[config.mk]
export PLATFORM = sky130hd
export DESIGN_NAME = asfpc_frame
export DESIGN_NICKNAME = d
export VERILOG_FILES = /design/src/pkg/asfpc_pkg.sv /design/src/core/asfpc_fifo.sv /design/src/core/asfpc_frame.sv
export SDC_FILE = /design/constraint.sdc
export NUM_CORES = 1
export LEC_CHECK = 0
export ABC_AREA = 1
export BUFFER_PORTS_ARGS = -buffer_cell sky130_fd_sc_hd__buf_2
export CORE_ASPECT_RATIO = 0.75
export CORE_MARGIN = 5
export CORE_UTILIZATION = 65
export DETAILED_ROUTE_END_ITERATION = 6
export PLACE_DENSITY = 0.82
export SLEW_MARGIN = 15
export SYNTH_ARGS = -nofsm -noshare
export SYNTH_HDL_FRONTEND = slang
export SYNTH_HIERARCHICAL = 1
export SYNTH_SLANG_ARGS = --single-unit
[constraint.sdc]
create_clock -name sys_clk -period 4.5 [get_ports sys_clk]
set_input_delay 0 -clock sys_clk [delete_from_list [all_inputs] [get_ports sys_clk]]
set_output_delay 0 -clock sys_clk [all_outputs]
set_load 0.005 [all_outputs]
[src/pkg/asfpc_pkg.sv]
// constants and types of the serial frame and power control block
// Behaviour
// - cs held past 16th falling edge: shift out the fresh result from there
// - cs low through 30th falling edge switches framing to 32 clocks
// - in a 32-clock frame the current result is out before edge 30
// - after 32-clock detection the next frame starts with 16 zero bits
// - cs rise in first 16 clocks aborts conversion, restarts acquisition
// - after abort, next cs fall samples, converts; frame data invalid
// - abort in frame n: frame n+1 data invalid, its result in n+2
// - power-down request pin sampled only at cs rising edge, one cycle
// - with power-down armed, enter power-down right after 16th falling edge
// - while powered down, remaining data bits keep shifting normally
// - 32-clock power-down: wake on sclk rising edge, then 1 us warm-up
// - 16-clock burst: stay down while cs low, leave on cs rise, pin low
// - cs falling edge samples input, drives data output, presents msb
// - after first sclk rise, each falling edge presents the next lower bit
// - cs rise between 16th and 29th falling edge keeps 16-clock framing
// - data output is high impedance while cs is high
package asfpc_pkg;
    localparam int RESULT_W = 14;
    localparam int FRAME_W = 16;
    localparam int PAD_W = FRAME_W - RESULT_W;
    localparam int CNT_W = 6;
    localparam int SYNC_STAGES = 3;
    localparam int FIFO_DEPTH = 16;
    localparam logic [CNT_W-1:0] FALL_CONV_DONE = 6'h10;
    localparam logic [CNT_W-1:0] FALL_KEEP16 = 6'h1d;
    localparam logic [CNT_W-1:0] FALL_MODE32 = 6'h1e;
    localparam logic [CNT_W-1:0] FALL_MAX = 6'h20;
    localparam logic [CNT_W-1:0] CNT_ONE = 6'h01;
    localparam logic [CNT_W-1:0] CNT_ZERO = 6'h00;
    localparam logic [PAD_W-1:0] PAD_ZERO = 2'h0;
    localparam logic [FRAME_W-1:0] FRAME_ZERO = 16'h0000;
    localparam logic [RESULT_W-1:0] RESULT_RESET = 14'h0000;
    // warm-up time after leaving power-down, least time rounds up
    localparam int WAKE_TIME_NS = 1000;
    localparam int SYS_CLK_PERIOD_NS = 25;
    localparam int WAKE_CYCLES =
        (WAKE_TIME_NS + SYS_CLK_PERIOD_NS - 1) / SYS_CLK_PERIOD_NS;
    localparam logic [CNT_W-1:0] WAKE_LAST = CNT_W'(WAKE_CYCLES - 1);

    typedef enum logic [1:0] {
        FRM_ACQUIRE = 2'h0,
        FRM_CONVERT = 2'h1,
        FRM_TRAIL = 2'h2
    } asfpc_frame_t;

    typedef enum logic [1:0] {
        PWR_ACTIVE = 2'h0,
        PWR_DOWN = 2'h1,
        PWR_WAKE = 2'h2
    } asfpc_pwr_t;

    typedef struct packed {
        logic cs_n;
        logic sclk;
        logic power_down_request_pin;
    } asfpc_link_in_t;

    typedef struct packed {
        logic sdo;
        logic sdo_oe;
    } asfpc_link_out_t;

    typedef struct packed {
        logic [RESULT_W-1:0] code;
    } asfpc_word_t;

    typedef struct packed {
        logic sample;
        logic abort;
        logic conv_step;
        logic converting;
        logic mode32;
        logic power_down;
        logic core_ready;
    } asfpc_status_t;
endpackage

[src/core/asfpc_fifo.sv]
// parameterised valid/ready fifo for conversion results
`timescale 1ns/1ps
module asfpc_fifo #(
    parameter int WIDTH = 14,
    parameter int DEPTH = 16
) (
    // clock and reset
    input wire logic sys_clk,
    input wire logic rst_n,
    input wire logic clk_en,
    // fill side
    input wire logic s_valid,
    output logic s_ready,
    input wire logic [WIDTH-1:0] s_data,
    // drain side
    output logic m_valid,
    input wire logic m_ready,
    output logic [WIDTH-1:0] m_data
);
    localparam int AW = $clog2(DEPTH);
    localparam logic [AW:0] DEPTH_CNT = (AW+1)'(DEPTH);
    localparam logic [AW:0] ONE = (AW+1)'(1);

    logic [WIDTH-1:0] mem [DEPTH];
    logic [AW-1:0] wr_ptr;
    logic [AW-1:0] rd_ptr;
    logic [AW:0] count;
    wire push = clk_en & s_valid & s_ready;
    wire pop = clk_en & m_valid & m_ready;

    assign s_ready = (count != DEPTH_CNT);
    assign m_valid = (count != '0);
    assign m_data = mem[rd_ptr];

    always_ff @(posedge sys_clk) begin
        if (push) begin
            mem[wr_ptr] <= s_data;
        end
    end

    always_ff @(posedge sys_clk) begin
        if (!rst_n) begin
            wr_ptr <= '0;
            rd_ptr <= '0;
            count <= '0;
        end else begin
            if (push) begin
                wr_ptr <= AW'((32'(wr_ptr) + 1) % DEPTH);
            end
            if (pop) begin
                rd_ptr <= AW'((32'(rd_ptr) + 1) % DEPTH);
            end
            if (push && !pop) begin
                count <= count + ONE;
            end else if (pop && !push) begin
                count <= count - ONE;
            end
        end
    end
endmodule // asfpc_fifo

[src/core/asfpc_frame.sv]
// serial frame, abort and power-down control of the converter
`timescale 1ns/1ps
module asfpc_frame (
    // clock and reset
    input wire logic sys_clk,
    input wire logic rst_n,
    input wire logic clk_en,
    // serial link pins
    input wire asfpc_pkg::asfpc_link_in_t link_in,
    output asfpc_pkg::asfpc_link_out_t link_out,
    // results from the converter core
    input wire logic result_valid,
    output logic result_ready,
    input wire asfpc_pkg::asfpc_word_t result,
    // control towards the converter core
    output asfpc_pkg::asfpc_status_t status
);
    localparam int WAKE_END = asfpc_pkg::WAKE_CYCLES - 1;

    // three-stage synchronisers, bit 0 read only by bit 1
    logic [asfpc_pkg::SYNC_STAGES-1:0] cs_sync;
    logic [asfpc_pkg::SYNC_STAGES-1:0] sclk_sync;
    logic [asfpc_pkg::SYNC_STAGES-1:0] pd_sync;
    logic cs_lvl;
    logic sclk_lvl;
    logic pd_lvl;

    asfpc_pkg::asfpc_frame_t frame_state;
    asfpc_pkg::asfpc_pwr_t pwr_state;
    logic [asfpc_pkg::CNT_W-1:0] fall_cnt;
    logic [asfpc_pkg::CNT_W-1:0] wake_cnt;
    logic [asfpc_pkg::FRAME_W-1:0] shift_reg;
    logic [asfpc_pkg::RESULT_W-1:0] held_word;
    logic seen_rise;
    logic mode32;
    logic pd_armed;
    logic drive;
    logic sample_pulse;
    logic abort_pulse;
    logic step_pulse;

    // edge decode on the agreeing stages
    wire cs_agree = (cs_sync[1] == cs_sync[2]);
    wire sclk_agree = (sclk_sync[1] == sclk_sync[2]);
    wire cs_fall = cs_agree & ~cs_sync[2] & cs_lvl;
    wire cs_rise = cs_agree & cs_sync[2] & ~cs_lvl;
    wire sclk_rise = sclk_agree & sclk_sync[2] & ~sclk_lvl;
    wire sclk_fall = sclk_agree & ~sclk_sync[2] & sclk_lvl;
    wire pd_agree = (pd_sync[1] == pd_sync[2]);

    // frame events
    wire act_fall = sclk_fall & ~cs_lvl & seen_rise;
    wire [asfpc_pkg::CNT_W-1:0] cnt_inc = fall_cnt + asfpc_pkg::CNT_ONE;
    wire cnt_sat = (fall_cnt == asfpc_pkg::FALL_MAX);
    wire at16 = act_fall & (cnt_inc == asfpc_pkg::FALL_CONV_DONE);
    wire at30 = act_fall & (cnt_inc == asfpc_pkg::FALL_MODE32);
    wire in_conv = (frame_state == asfpc_pkg::FRM_CONVERT);
    wire early = (fall_cnt < asfpc_pkg::FALL_CONV_DONE);
    wire abort_ev = cs_rise & in_conv & early;
    wire keep16 = cs_rise & ~early & (fall_cnt < asfpc_pkg::FALL_KEEP16);

    // word selection for frame start and for the 16th edge
    wire fifo_valid;
    wire [asfpc_pkg::RESULT_W-1:0] fifo_data;
    wire [asfpc_pkg::RESULT_W-1:0] fresh_word =
        fifo_valid ? fifo_data : held_word;
    wire [asfpc_pkg::FRAME_W-1:0] start_word =
        mode32 ? asfpc_pkg::FRAME_ZERO : {held_word, asfpc_pkg::PAD_ZERO};
    wire [asfpc_pkg::FRAME_W-1:0] fresh_frame =
        {fresh_word, asfpc_pkg::PAD_ZERO};
    wire [asfpc_pkg::FRAME_W-1:0] shifted =
        {shift_reg[asfpc_pkg::FRAME_W-2:0], 1'b0};

    // power transitions
    wire go_down = (pwr_state == asfpc_pkg::PWR_ACTIVE) & pd_armed & at16;
    wire wake32 = mode32 & sclk_rise & cs_lvl;
    wire wake16 = ~mode32 & cs_rise & ~pd_lvl;
    wire wake_done = (wake_cnt == asfpc_pkg::WAKE_LAST);

    asfpc_fifo #(
        .WIDTH(asfpc_pkg::RESULT_W),
        .DEPTH(asfpc_pkg::FIFO_DEPTH)
    ) u_fifo (
        .sys_clk(sys_clk),
        .rst_n(rst_n),
        .clk_en(clk_en),
        .s_valid(result_valid),
        .s_ready(result_ready),
        .s_data(result.code),
        .m_valid(fifo_valid),
        .m_ready(at16),
        .m_data(fifo_data)
    );

    always_ff @(posedge sys_clk) begin
        if (!rst_n) begin
            cs_sync <= '1;
            sclk_sync <= '0;
            pd_sync <= '0;
            cs_lvl <= 1'b1;
            sclk_lvl <= 1'b0;
            pd_lvl <= 1'b0;
        end else if (clk_en) begin
            cs_sync <= {cs_sync[1:0], link_in.cs_n};
            sclk_sync <= {sclk_sync[1:0], link_in.sclk};
            pd_sync <= {pd_sync[1:0], link_in.power_down_request_pin};
            if (cs_agree) begin
                cs_lvl <= cs_sync[2];
            end
            if (sclk_agree) begin
                sclk_lvl <= sclk_sync[2];
            end
            if (pd_agree) begin
                pd_lvl <= pd_sync[2];
            end
        end
    end

    // frame sequencing
    always_ff @(posedge sys_clk) begin
        if (!rst_n) begin
            frame_state <= asfpc_pkg::FRM_ACQUIRE;
            fall_cnt <= asfpc_pkg::CNT_ZERO;
            seen_rise <= 1'b0;
        end else if (clk_en) begin
            if (cs_rise) begin
                frame_state <= asfpc_pkg::FRM_ACQUIRE;
            end else begin
                case (frame_state)
                    asfpc_pkg::FRM_ACQUIRE: begin
                        if (cs_fall) begin
                            frame_state <= asfpc_pkg::FRM_CONVERT;
                        end
                    end
                    asfpc_pkg::FRM_CONVERT: begin
                        if (at16) begin
                            frame_state <= asfpc_pkg::FRM_TRAIL;
                        end
                    end
                    asfpc_pkg::FRM_TRAIL: begin
                    end
                    default: begin
                        frame_state <= asfpc_pkg::FRM_ACQUIRE;
                    end
                endcase
            end
            if (cs_fall) begin
                fall_cnt <= asfpc_pkg::CNT_ZERO;
                seen_rise <= 1'b0;
            end else begin
                if (sclk_rise && !cs_lvl) begin
                    seen_rise <= 1'b1;
                end
                if (act_fall && !cnt_sat) begin
                    fall_cnt <= cnt_inc;
                end
            end
        end
    end

    // data path: shift register, held result, output drive
    always_ff @(posedge sys_clk) begin
        if (!rst_n) begin
            shift_reg <= asfpc_pkg::FRAME_ZERO;
            held_word <= asfpc_pkg::RESULT_RESET;
            drive <= 1'b0;
        end else if (clk_en) begin
            if (cs_rise) begin
                drive <= 1'b0;
            end else if (cs_fall) begin
                drive <= 1'b1;
                shift_reg <= start_word;
            end else if (at16) begin
                // aborted frames never reach here, so held stays stale
                held_word <= fresh_word;
                shift_reg <= fresh_frame;
            end else if (act_fall) begin
                shift_reg <= shifted;
            end
        end
    end

    // framing mode and power-down request latch
    always_ff @(posedge sys_clk) begin
        if (!rst_n) begin
            mode32 <= 1'b0;
            pd_armed <= 1'b0;
        end else if (clk_en) begin
            if (at30) begin
                mode32 <= 1'b1;
            end else if (keep16) begin
                mode32 <= 1'b0;
            end
            if (cs_rise) begin
                pd_armed <= pd_lvl;
            end
        end
    end

    // power state
    always_ff @(posedge sys_clk) begin
        if (!rst_n) begin
            pwr_state <= asfpc_pkg::PWR_ACTIVE;
            wake_cnt <= asfpc_pkg::CNT_ZERO;
        end else if (clk_en) begin
            case (pwr_state)
                asfpc_pkg::PWR_ACTIVE: begin
                    if (go_down) begin
                        pwr_state <= asfpc_pkg::PWR_DOWN;
                    end
                end
                asfpc_pkg::PWR_DOWN: begin
                    wake_cnt <= asfpc_pkg::CNT_ZERO;
                    if (wake32 || wake16) begin
                        pwr_state <= asfpc_pkg::PWR_WAKE;
                    end
                end
                asfpc_pkg::PWR_WAKE: begin
                    // warm-up the host must cover with cs high time
                    if (wake_done) begin
                        pwr_state <= asfpc_pkg::PWR_ACTIVE;
                    end else begin
                        wake_cnt <= wake_cnt + asfpc_pkg::CNT_ONE;
                    end
                end
                default: begin
                    pwr_state <= asfpc_pkg::PWR_ACTIVE;
                end
            endcase
        end
    end

    // registered strobes towards the converter core
    always_ff @(posedge sys_clk) begin
        if (!rst_n) begin
            sample_pulse <= 1'b0;
            abort_pulse <= 1'b0;
            step_pulse <= 1'b0;
        end else if (clk_en) begin
            sample_pulse <= cs_fall;
            abort_pulse <= abort_ev;
            step_pulse <= act_fall & in_conv & ~cs_rise;
        end
    end

    assign link_out.sdo = shift_reg[asfpc_pkg::FRAME_W-1];
    assign link_out.sdo_oe = drive;
    assign status.sample = sample_pulse;
    assign status.abort = abort_pulse;
    assign status.conv_step = step_pulse;
    assign status.converting = in_conv;
    assign status.mode32 = mode32;
    assign status.power_down = (pwr_state == asfpc_pkg::PWR_DOWN);
    assign status.core_ready = (pwr_state == asfpc_pkg::PWR_ACTIVE);
endmodule // asfpc_frame

Yosys cells after proc, flatten, opt, wreduce, memory -nomap -nowiden

Memory sizes are Yosys's and may differ from the RTL's. A register that Yosys moved wholly into a read port is not among the register bits.
Cells that the tools add are included.

$add $sub $neg: 6
$lt $le $gt $ge: 2
Eq/ne operators: 19
Multiplexer cells: 29
Bitwise logic cells: 37
Reduce and logical (&&, ||, !) cells: 32

Operators by type and width:

| operator                                             | number |
|---|---|
| two-way mux 16 bit                                   | 4 |
| AND 1 bit                                            | 28 |
| two-way mux 6 bit                                    | 3 |
| AND reduction 2 bit                                  | 8 |
| two-way mux 14 bit                                   | 1 |
| adder 6 x 1 -> 6 bit (second input constant)         | 2 |
| equality test 6 x 5 -> 1 bit (second input constant) | 2 |
| equality test 6 bit (second input constant)          | 2 |
| < comparator 6 x 5 -> 1 bit (second input constant)  | 2 |
| two-way mux 2 bit                                    | 6 |
| case mux 2 bit (3 select lines)                      | 2 |
| case mux 6 bit (2 select lines)                      | 1 |
| AND reduction 4 bit                                  | 3 |
| nonzero test 2 bit                                   | 6 |
| two-way mux 5 bit                                    | 2 |
| NOT 1 bit                                            | 9 |
| adder 4 x 1 -> 4 bit (second input constant)         | 2 |
| two-way mux 1 bit                                    | 8 |
| two-way mux 4 bit                                    | 2 |
| inequality test 2 bit (second input constant)        | 3 |
| inequality test 3 bit (second input constant)        | 2 |
| AND reduction 3 bit                                  | 2 |
| adder 5 x 1 -> 5 bit (second input constant)         | 1 |
| inequality test 5 bit (second input constant)        | 1 |
| other kinds (11)                                     | 23 |

Flip-flop bits (word level): 78
Bits in writable memories: 224
Word-level logic and storage cells: 148
Memories kept: 1

Memories:

| name       | words | width | read ports | clocked after memory_dff | write ports | line             | RTL |
|---|---|---|---|---|---|---|---|
| u_fifo.mem | 16    | 14    | 1          | 1                        | 1           | asfpc_fifo.sv:24 | `logic [WIDTH-1:0] mem [DEPTH];` |

Depth between registers and ports, before layout

Depth after elaboration: 10
Mapped depth: 19
Gate-level depth less buffers: 18

By module

The synthesis kept the hierarchy.

By module, submodules not included:

| module      | instances | cells each | area an instance (um^2) | sequential area each (um^2) |
|---|---|---|---|---|
| asfpc_fifo  | 1         | 1049       | 10565.1                 | 7066.8 |
| asfpc_frame | 1         | 474        | 3408.3                  | 1261.2 |

Worst setup path after synthesis

OpenSTA, ideal clock, no wires.

Path type: register -> register
Start point: reg fall_cnt[0] in the netlist's numbering
End point: reg u_fifo.count[4]
Setup time: 0.115 ns
Arrival time: 2.656 ns
Setup slack: 1.729 ns
Cell stages (with the launch flop): 18
Period minus slack after synthesis: 2.771 ns
Cell sequence: dfxtp_1 ha_1 nand2_1 nand2_1 nand3_4 nor2_8 nand3_4 inv_4 buf_6 nand3_1 ha_1 inv_1 ha_1 or2_2 nand3_1 nand2_1 o21ai_0 inv_1

Cells in the longest elaborated chain, start to end: 7

Ends and longest elaborated chain:

| element                                                 | line               | RTL |
|---|---|---|
| start: declaration                                      | asfpc_frame.sv:30  | `logic [asfpc_pkg::CNT_W-1:0] fall_cnt;` |
| start signal: assignment                                | asfpc_frame.sv:123 | `fall_cnt <= asfpc_pkg::CNT_ZERO;` |
| start signal: assignment                                | asfpc_frame.sv:148 | `fall_cnt <= asfpc_pkg::CNT_ZERO;` |
| start signal: assignment                                | asfpc_frame.sv:155 | `fall_cnt <= cnt_inc;` |
| adder 6 x 1 -> 6 bit *                                  | asfpc_frame.sv:53  | `wire [asfpc_pkg::CNT_W-1:0] cnt_inc = fall_cnt + asfpc_pkg::CNT_ONE;` |
| equality test 6 x 5 -> 1 bit *                          | asfpc_frame.sv:55  | `wire at16 = act_fall & (cnt_inc == asfpc_pkg::FALL_CONV_DONE);` |
| AND 1 bit *                                             | asfpc_frame.sv:55  |  |
| via at16                                                | asfpc_frame.sv:55  |  |
| AND 1 bit *                                             | asfpc_fifo.sv:29   | `wire pop = clk_en & m_valid & m_ready;` |
| zero test 1 bit                                         | asfpc_fifo.sv:53   | `if (push && !pop) begin` |
| logical AND 1 bit                                       | asfpc_fifo.sv:53   |  |
| two-way mux 5 bit or nonzero test 2 bit (tied branches) | n/a                |  |
| end signal: assignment                                  | asfpc_fifo.sv:54   | `count <= count + ONE;` |
| end signal: assignment                                  | asfpc_fifo.sv:56   | `count <= count - ONE;` |
| end: declaration                                        | asfpc_fifo.sv:27   | `logic [AW:0] count;` |

The timed path passes the listed nets; every way through them passes the cells marked *.
A chain may end at the register's enable or synchronous reset.

Final worst setup path

Start point: reg fall_cnt[0] in the netlist's numbering
End point: reg u_fifo.count[4]

Cells in the longest elaborated chain, start to end: 7

Ends and longest elaborated chain:

| element                                                 | line |
|---|---|
| adder 6 x 1 -> 6 bit *                                  | asfpc_frame.sv:53 |
| equality test 6 x 5 -> 1 bit *                          | asfpc_frame.sv:55 |
| AND 1 bit *                                             | asfpc_frame.sv:55 |
| AND 1 bit *                                             | asfpc_fifo.sv:29 |
| zero test 1 bit                                         | asfpc_fifo.sv:53 |
| logical AND 1 bit                                       | asfpc_fifo.sv:53 |
| two-way mux 5 bit or nonzero test 2 bit (tied branches) | n/a |

Every way passes the cells marked *; elsewhere a longest branch is shown, timed or not.

==> results.tsv <==
stage	metric	value	unit
outcome	outcome	completed	
global_route	largest net degree at the start of global routing	113	
floorplan	Die Span X	179.3	microns
cells_and_area	sequential cell area	0.008333	sq mm
cells_and_area	fill cell count	1445	
global_route	first-pass GRT wire length	51.34	mm
cts	clock buffer depth	3	
cells_and_area	Ant. Diodes	0	
critical_path	R2R depth	16	
floorplan	Core ar.	0.02112	sq mm
routing	vias per inst	5.658	
logic_synthesis	most common cell in the netlist	nand2_1	
global_route	vias in the first global route	10180	
flow_run	max-cap violations	0	
power_and_ir_drop	Cell Pwr Density	372.7	mW/mm^2
timing	Final Hold Fails	0	
floorplan	die area	0.02456	sq mm
logic_synthesis	Syn Area/Cell	9.175	sq um
power_and_ir_drop	Peak supply drop	0.3122	mV
placed_design	Placed Cells	1786	
routing	Vias	10520	
floorplan	row cnt	46	
timing	relative slew slack	29.21	%
critical_path	Arr. time, crit path	3.91	ns
placed_design	placed standard-cell area	0.01418	sq mm
timing	Tightest Pin Transition	1.055	ns
logic_synthesis	cell count after synthesis	1523	
logic_synthesis	mapped cell area	0.01397	sq mm
cts	CTS tree	done	
hold_path	WHS Endpoint	u_fifo/wr_ptr[3]	
logic_synthesis	Syn Nets	1563	
placed_design	number of port buffers	30	
critical_path	r2r startpoint	fall_cnt[0]	
cts	Worst-Skew Late Latency	0.55	ns
critical_path	crit path max fanout	34	
timing	TNS Setup	0	ns
critical_path	Critical-path top delay cell	dfxtp_1	
critical_path	R2R setup slack	1.03	ns
placed_design	detailed placement HPWL	18.89	mm
cts	Clock Root Buffer	clkbuf_16	
cells_and_area	Finished Cell Area	0.01535	sq mm
critical_path	cell chain of the critical path	ha_1 -> nand2_1 -> nand2_1 -> nand3_4 -> nor2_8 -> nand3_4 -> inv_4 -> nand3_1 -> ha_1 -> inv_1 -> ha_1 -> or2_2 -> nand3_1 -> nand2_1 -> o21ai_0 -> inv_1	
routing	DRT Wirelength	32.39	mm
logic_synthesis	synth warn	6	
floorplan	initial core utilization	66.15	%
timing	Clock Skew	0.02106	ns
timing	Final Cycle Share	77.16	%
cells_and_area	fin cells	1859	
cells_and_area	Net count, final	1589	
timing	Max Fclk	288.0	MHz
logic_synthesis	top cells by count, synth	409 x nand2_1, 234 x inv_1, 233 x nand3_1	
critical_path	crit-path max cell delay	0.45	ns
timing	final setup vio count	0	
cts	H-tree depth	1	
hold_path	hold path depth	4	
hold_path	min-delay src	rst_n	
logic_synthesis	#FFs+latches synth	304	
cts	CTS clk-pin slew, worst paths	0.07	ns
cells_and_area	Post-Route Utilization	72.66	%
logic_synthesis	multiplexer share of the synthesized area	0.9312	%
logic_synthesis	library cells used by synthesis	39	
routing	DR iter-0 viols	1276	
routing	DR DRC count	0	
global_route	GRT Total Usage	26.56	%
placed_design	placer's final routability congestion estimate	0.8870	
routing	Detailed Routing Iterations Pass 1	7	
cells_and_area	multi-input logic area	0.004260	sq mm
timing	fin. max-slew vios	0	
power_and_ir_drop	leakage dissipation	6.573	nW
logic_synthesis	simple-gate share of the synthesized area	22.82	%
logic_synthesis	top cell type's share of synthesized area	48.14	%
cells_and_area	Layout Area Growth over Synthesis	9.832	%
cells_and_area	layout cells sized above 1	8.084	%
global_route	gr ovfl total	0	
cts	Clock Sinks	304	
critical_path	Setup CP Type	register to register	
logic_synthesis	Synth Flop Type	edfxtp_1	
logic_synthesis	cell taking the most area after synthesis	edfxtp_1	
logic_synthesis	post-synthesis adder-cell area fraction	1.755	%
logic_synthesis	synth top area cells	edfxtp_1 48%, dfxtp_1 11%, nand2_1 11%	
timing	fin crit period	3.472	ns
critical_path	Worst Setup End Kind	register	
logic_synthesis	Post-Synth XOR/XNOR Area	0.2507	%
critical_path	startpoint types	register	
critical_path	FF-to-FF End	u_fifo/count[4]	
global_route	initial antenna violation count	0	
cts	cts bufs inserted	28	
logic_synthesis	number of synthesized flops with an enable pin	224	
logic_synthesis	Synth Area in Compound Gates	4.701	%
floorplan	Die Height	137.0	microns
logic_synthesis	Post-synth ARST share	0	%
floorplan	Top Ports	31	
routing	WL/cell	17.42	microns
hold_path	Worst Hold Class	input port to register	
timing	RSZ-0062 raised after global routing	no	
logic_synthesis	sequential area share after synthesis	59.60	%
routing	post-detailed-route count of antenna-violating nets	0	
logic_synthesis	largest family of logic cells by synthesized area	simple AND/OR/NAND/NOR gates	
critical_path	required time of the worst setup path	4.94	ns
cells_and_area	max FFs per register	224	
[area by class of cell]
cell class,count,share of cell area (%)
Tap cell,288,2.348
Timing Repair Buffer,71,3.391
Clock inverter,20,1.313
Multi-Input combinational cell,899,27.76
Clock buffer,32,4.867
Inverter,245,6.025
Sequential cell,304,54.30
[repair_timing]
item	in CTS	in global routing
endpoints found under the hold margin	236	0
hold buffers	20	0
buffers inserted	0	0
gates resized for setup	0	0
[where the power goes]
part           internal [mW]  switching, mW  total, mW
clock                   1.37           1.04       2.42
combinational         0.0802          0.175      0.256
sequential              3.03         0.0166       3.05
total                   4.49           1.23       5.72
[worst max path at each step]
stage                     start               to  slack [ns]  depth (start not counted)
finish              fall_cnt[0]  u_fifo/count[4]        1.03                         16
global route        fall_cnt[0]  u_fifo/count[4]        0.78                         16
CTS                 fall_cnt[0]  u_fifo/count[4]        1.03                         16
detailed placement  fall_cnt[0]  u_fifo/count[4]        1.06                         16
global placement    fall_cnt[0]  u_fifo/count[4]        1.22                         16
floorplan           fall_cnt[0]  u_fifo/count[4]        1.73                         17
[per-layer routing]
metal / share of wire, % / vias to the layer above / GRT usage (%)
met5: 0 / - / 0
met3: 9.9 / 57 / 4.363
li1: - / 4990 / -
met4: 2.3 / 0 / 6.850
met2: 47 / 516 / 43.53
met1: 41 / 4955 / 37.54
[through the flow]
stage	power (mW)	setup WS (ns)	hold WS, ns
floorplan	3.257	1.729	0.09887
global route	5.889	0.7774	0.05252
global placement	3.333	1.216	0.2111
CTS	5.734	1.034	0.01852
finish	5.720	1.028	0.03961
detailed placement	3.344	1.061	0.2182
[cell families after synthesis]
group | count (synthesis)
xor gates and xnor gates | 4
DFF | 304
buffers and inverters | 320
AOI/OAI and AO/OA | 122
and+or+nand+nor | 741
muxes | 13
adders and majority gates | 19
[cell usage in the layout (no fill, tap or decap), types with 5 or more instances in the layout]
cell type        n
nand4_1          6
mux2i_1         13
ha_1            18
inv_2            9
inv_1          233
nand2_1        409
edfxtp_1       224
o21ai_0         39
buf_2           30
nor2_2           6
dfxtp_1         78
a31oi_1          5
dlygate4sd3_1   20
nand3_1        233
clkbuf_16       29
nor2_1          73
clkinv_1         6
a21oi_1         70
buf_4           20
[critical path: cells and delay by family, from the launching register on]
family | cells | cell delay [ns]
AOI/OAI and AO/OA | 1 | 0.17
buffers and inverters | 3 | 0.54
and+or+nand+nor | 9 | 1.40
adders and majority gates | 3 | 0.79
DFF | 1 | 0.45
Power figures use the tool's default switching activity.
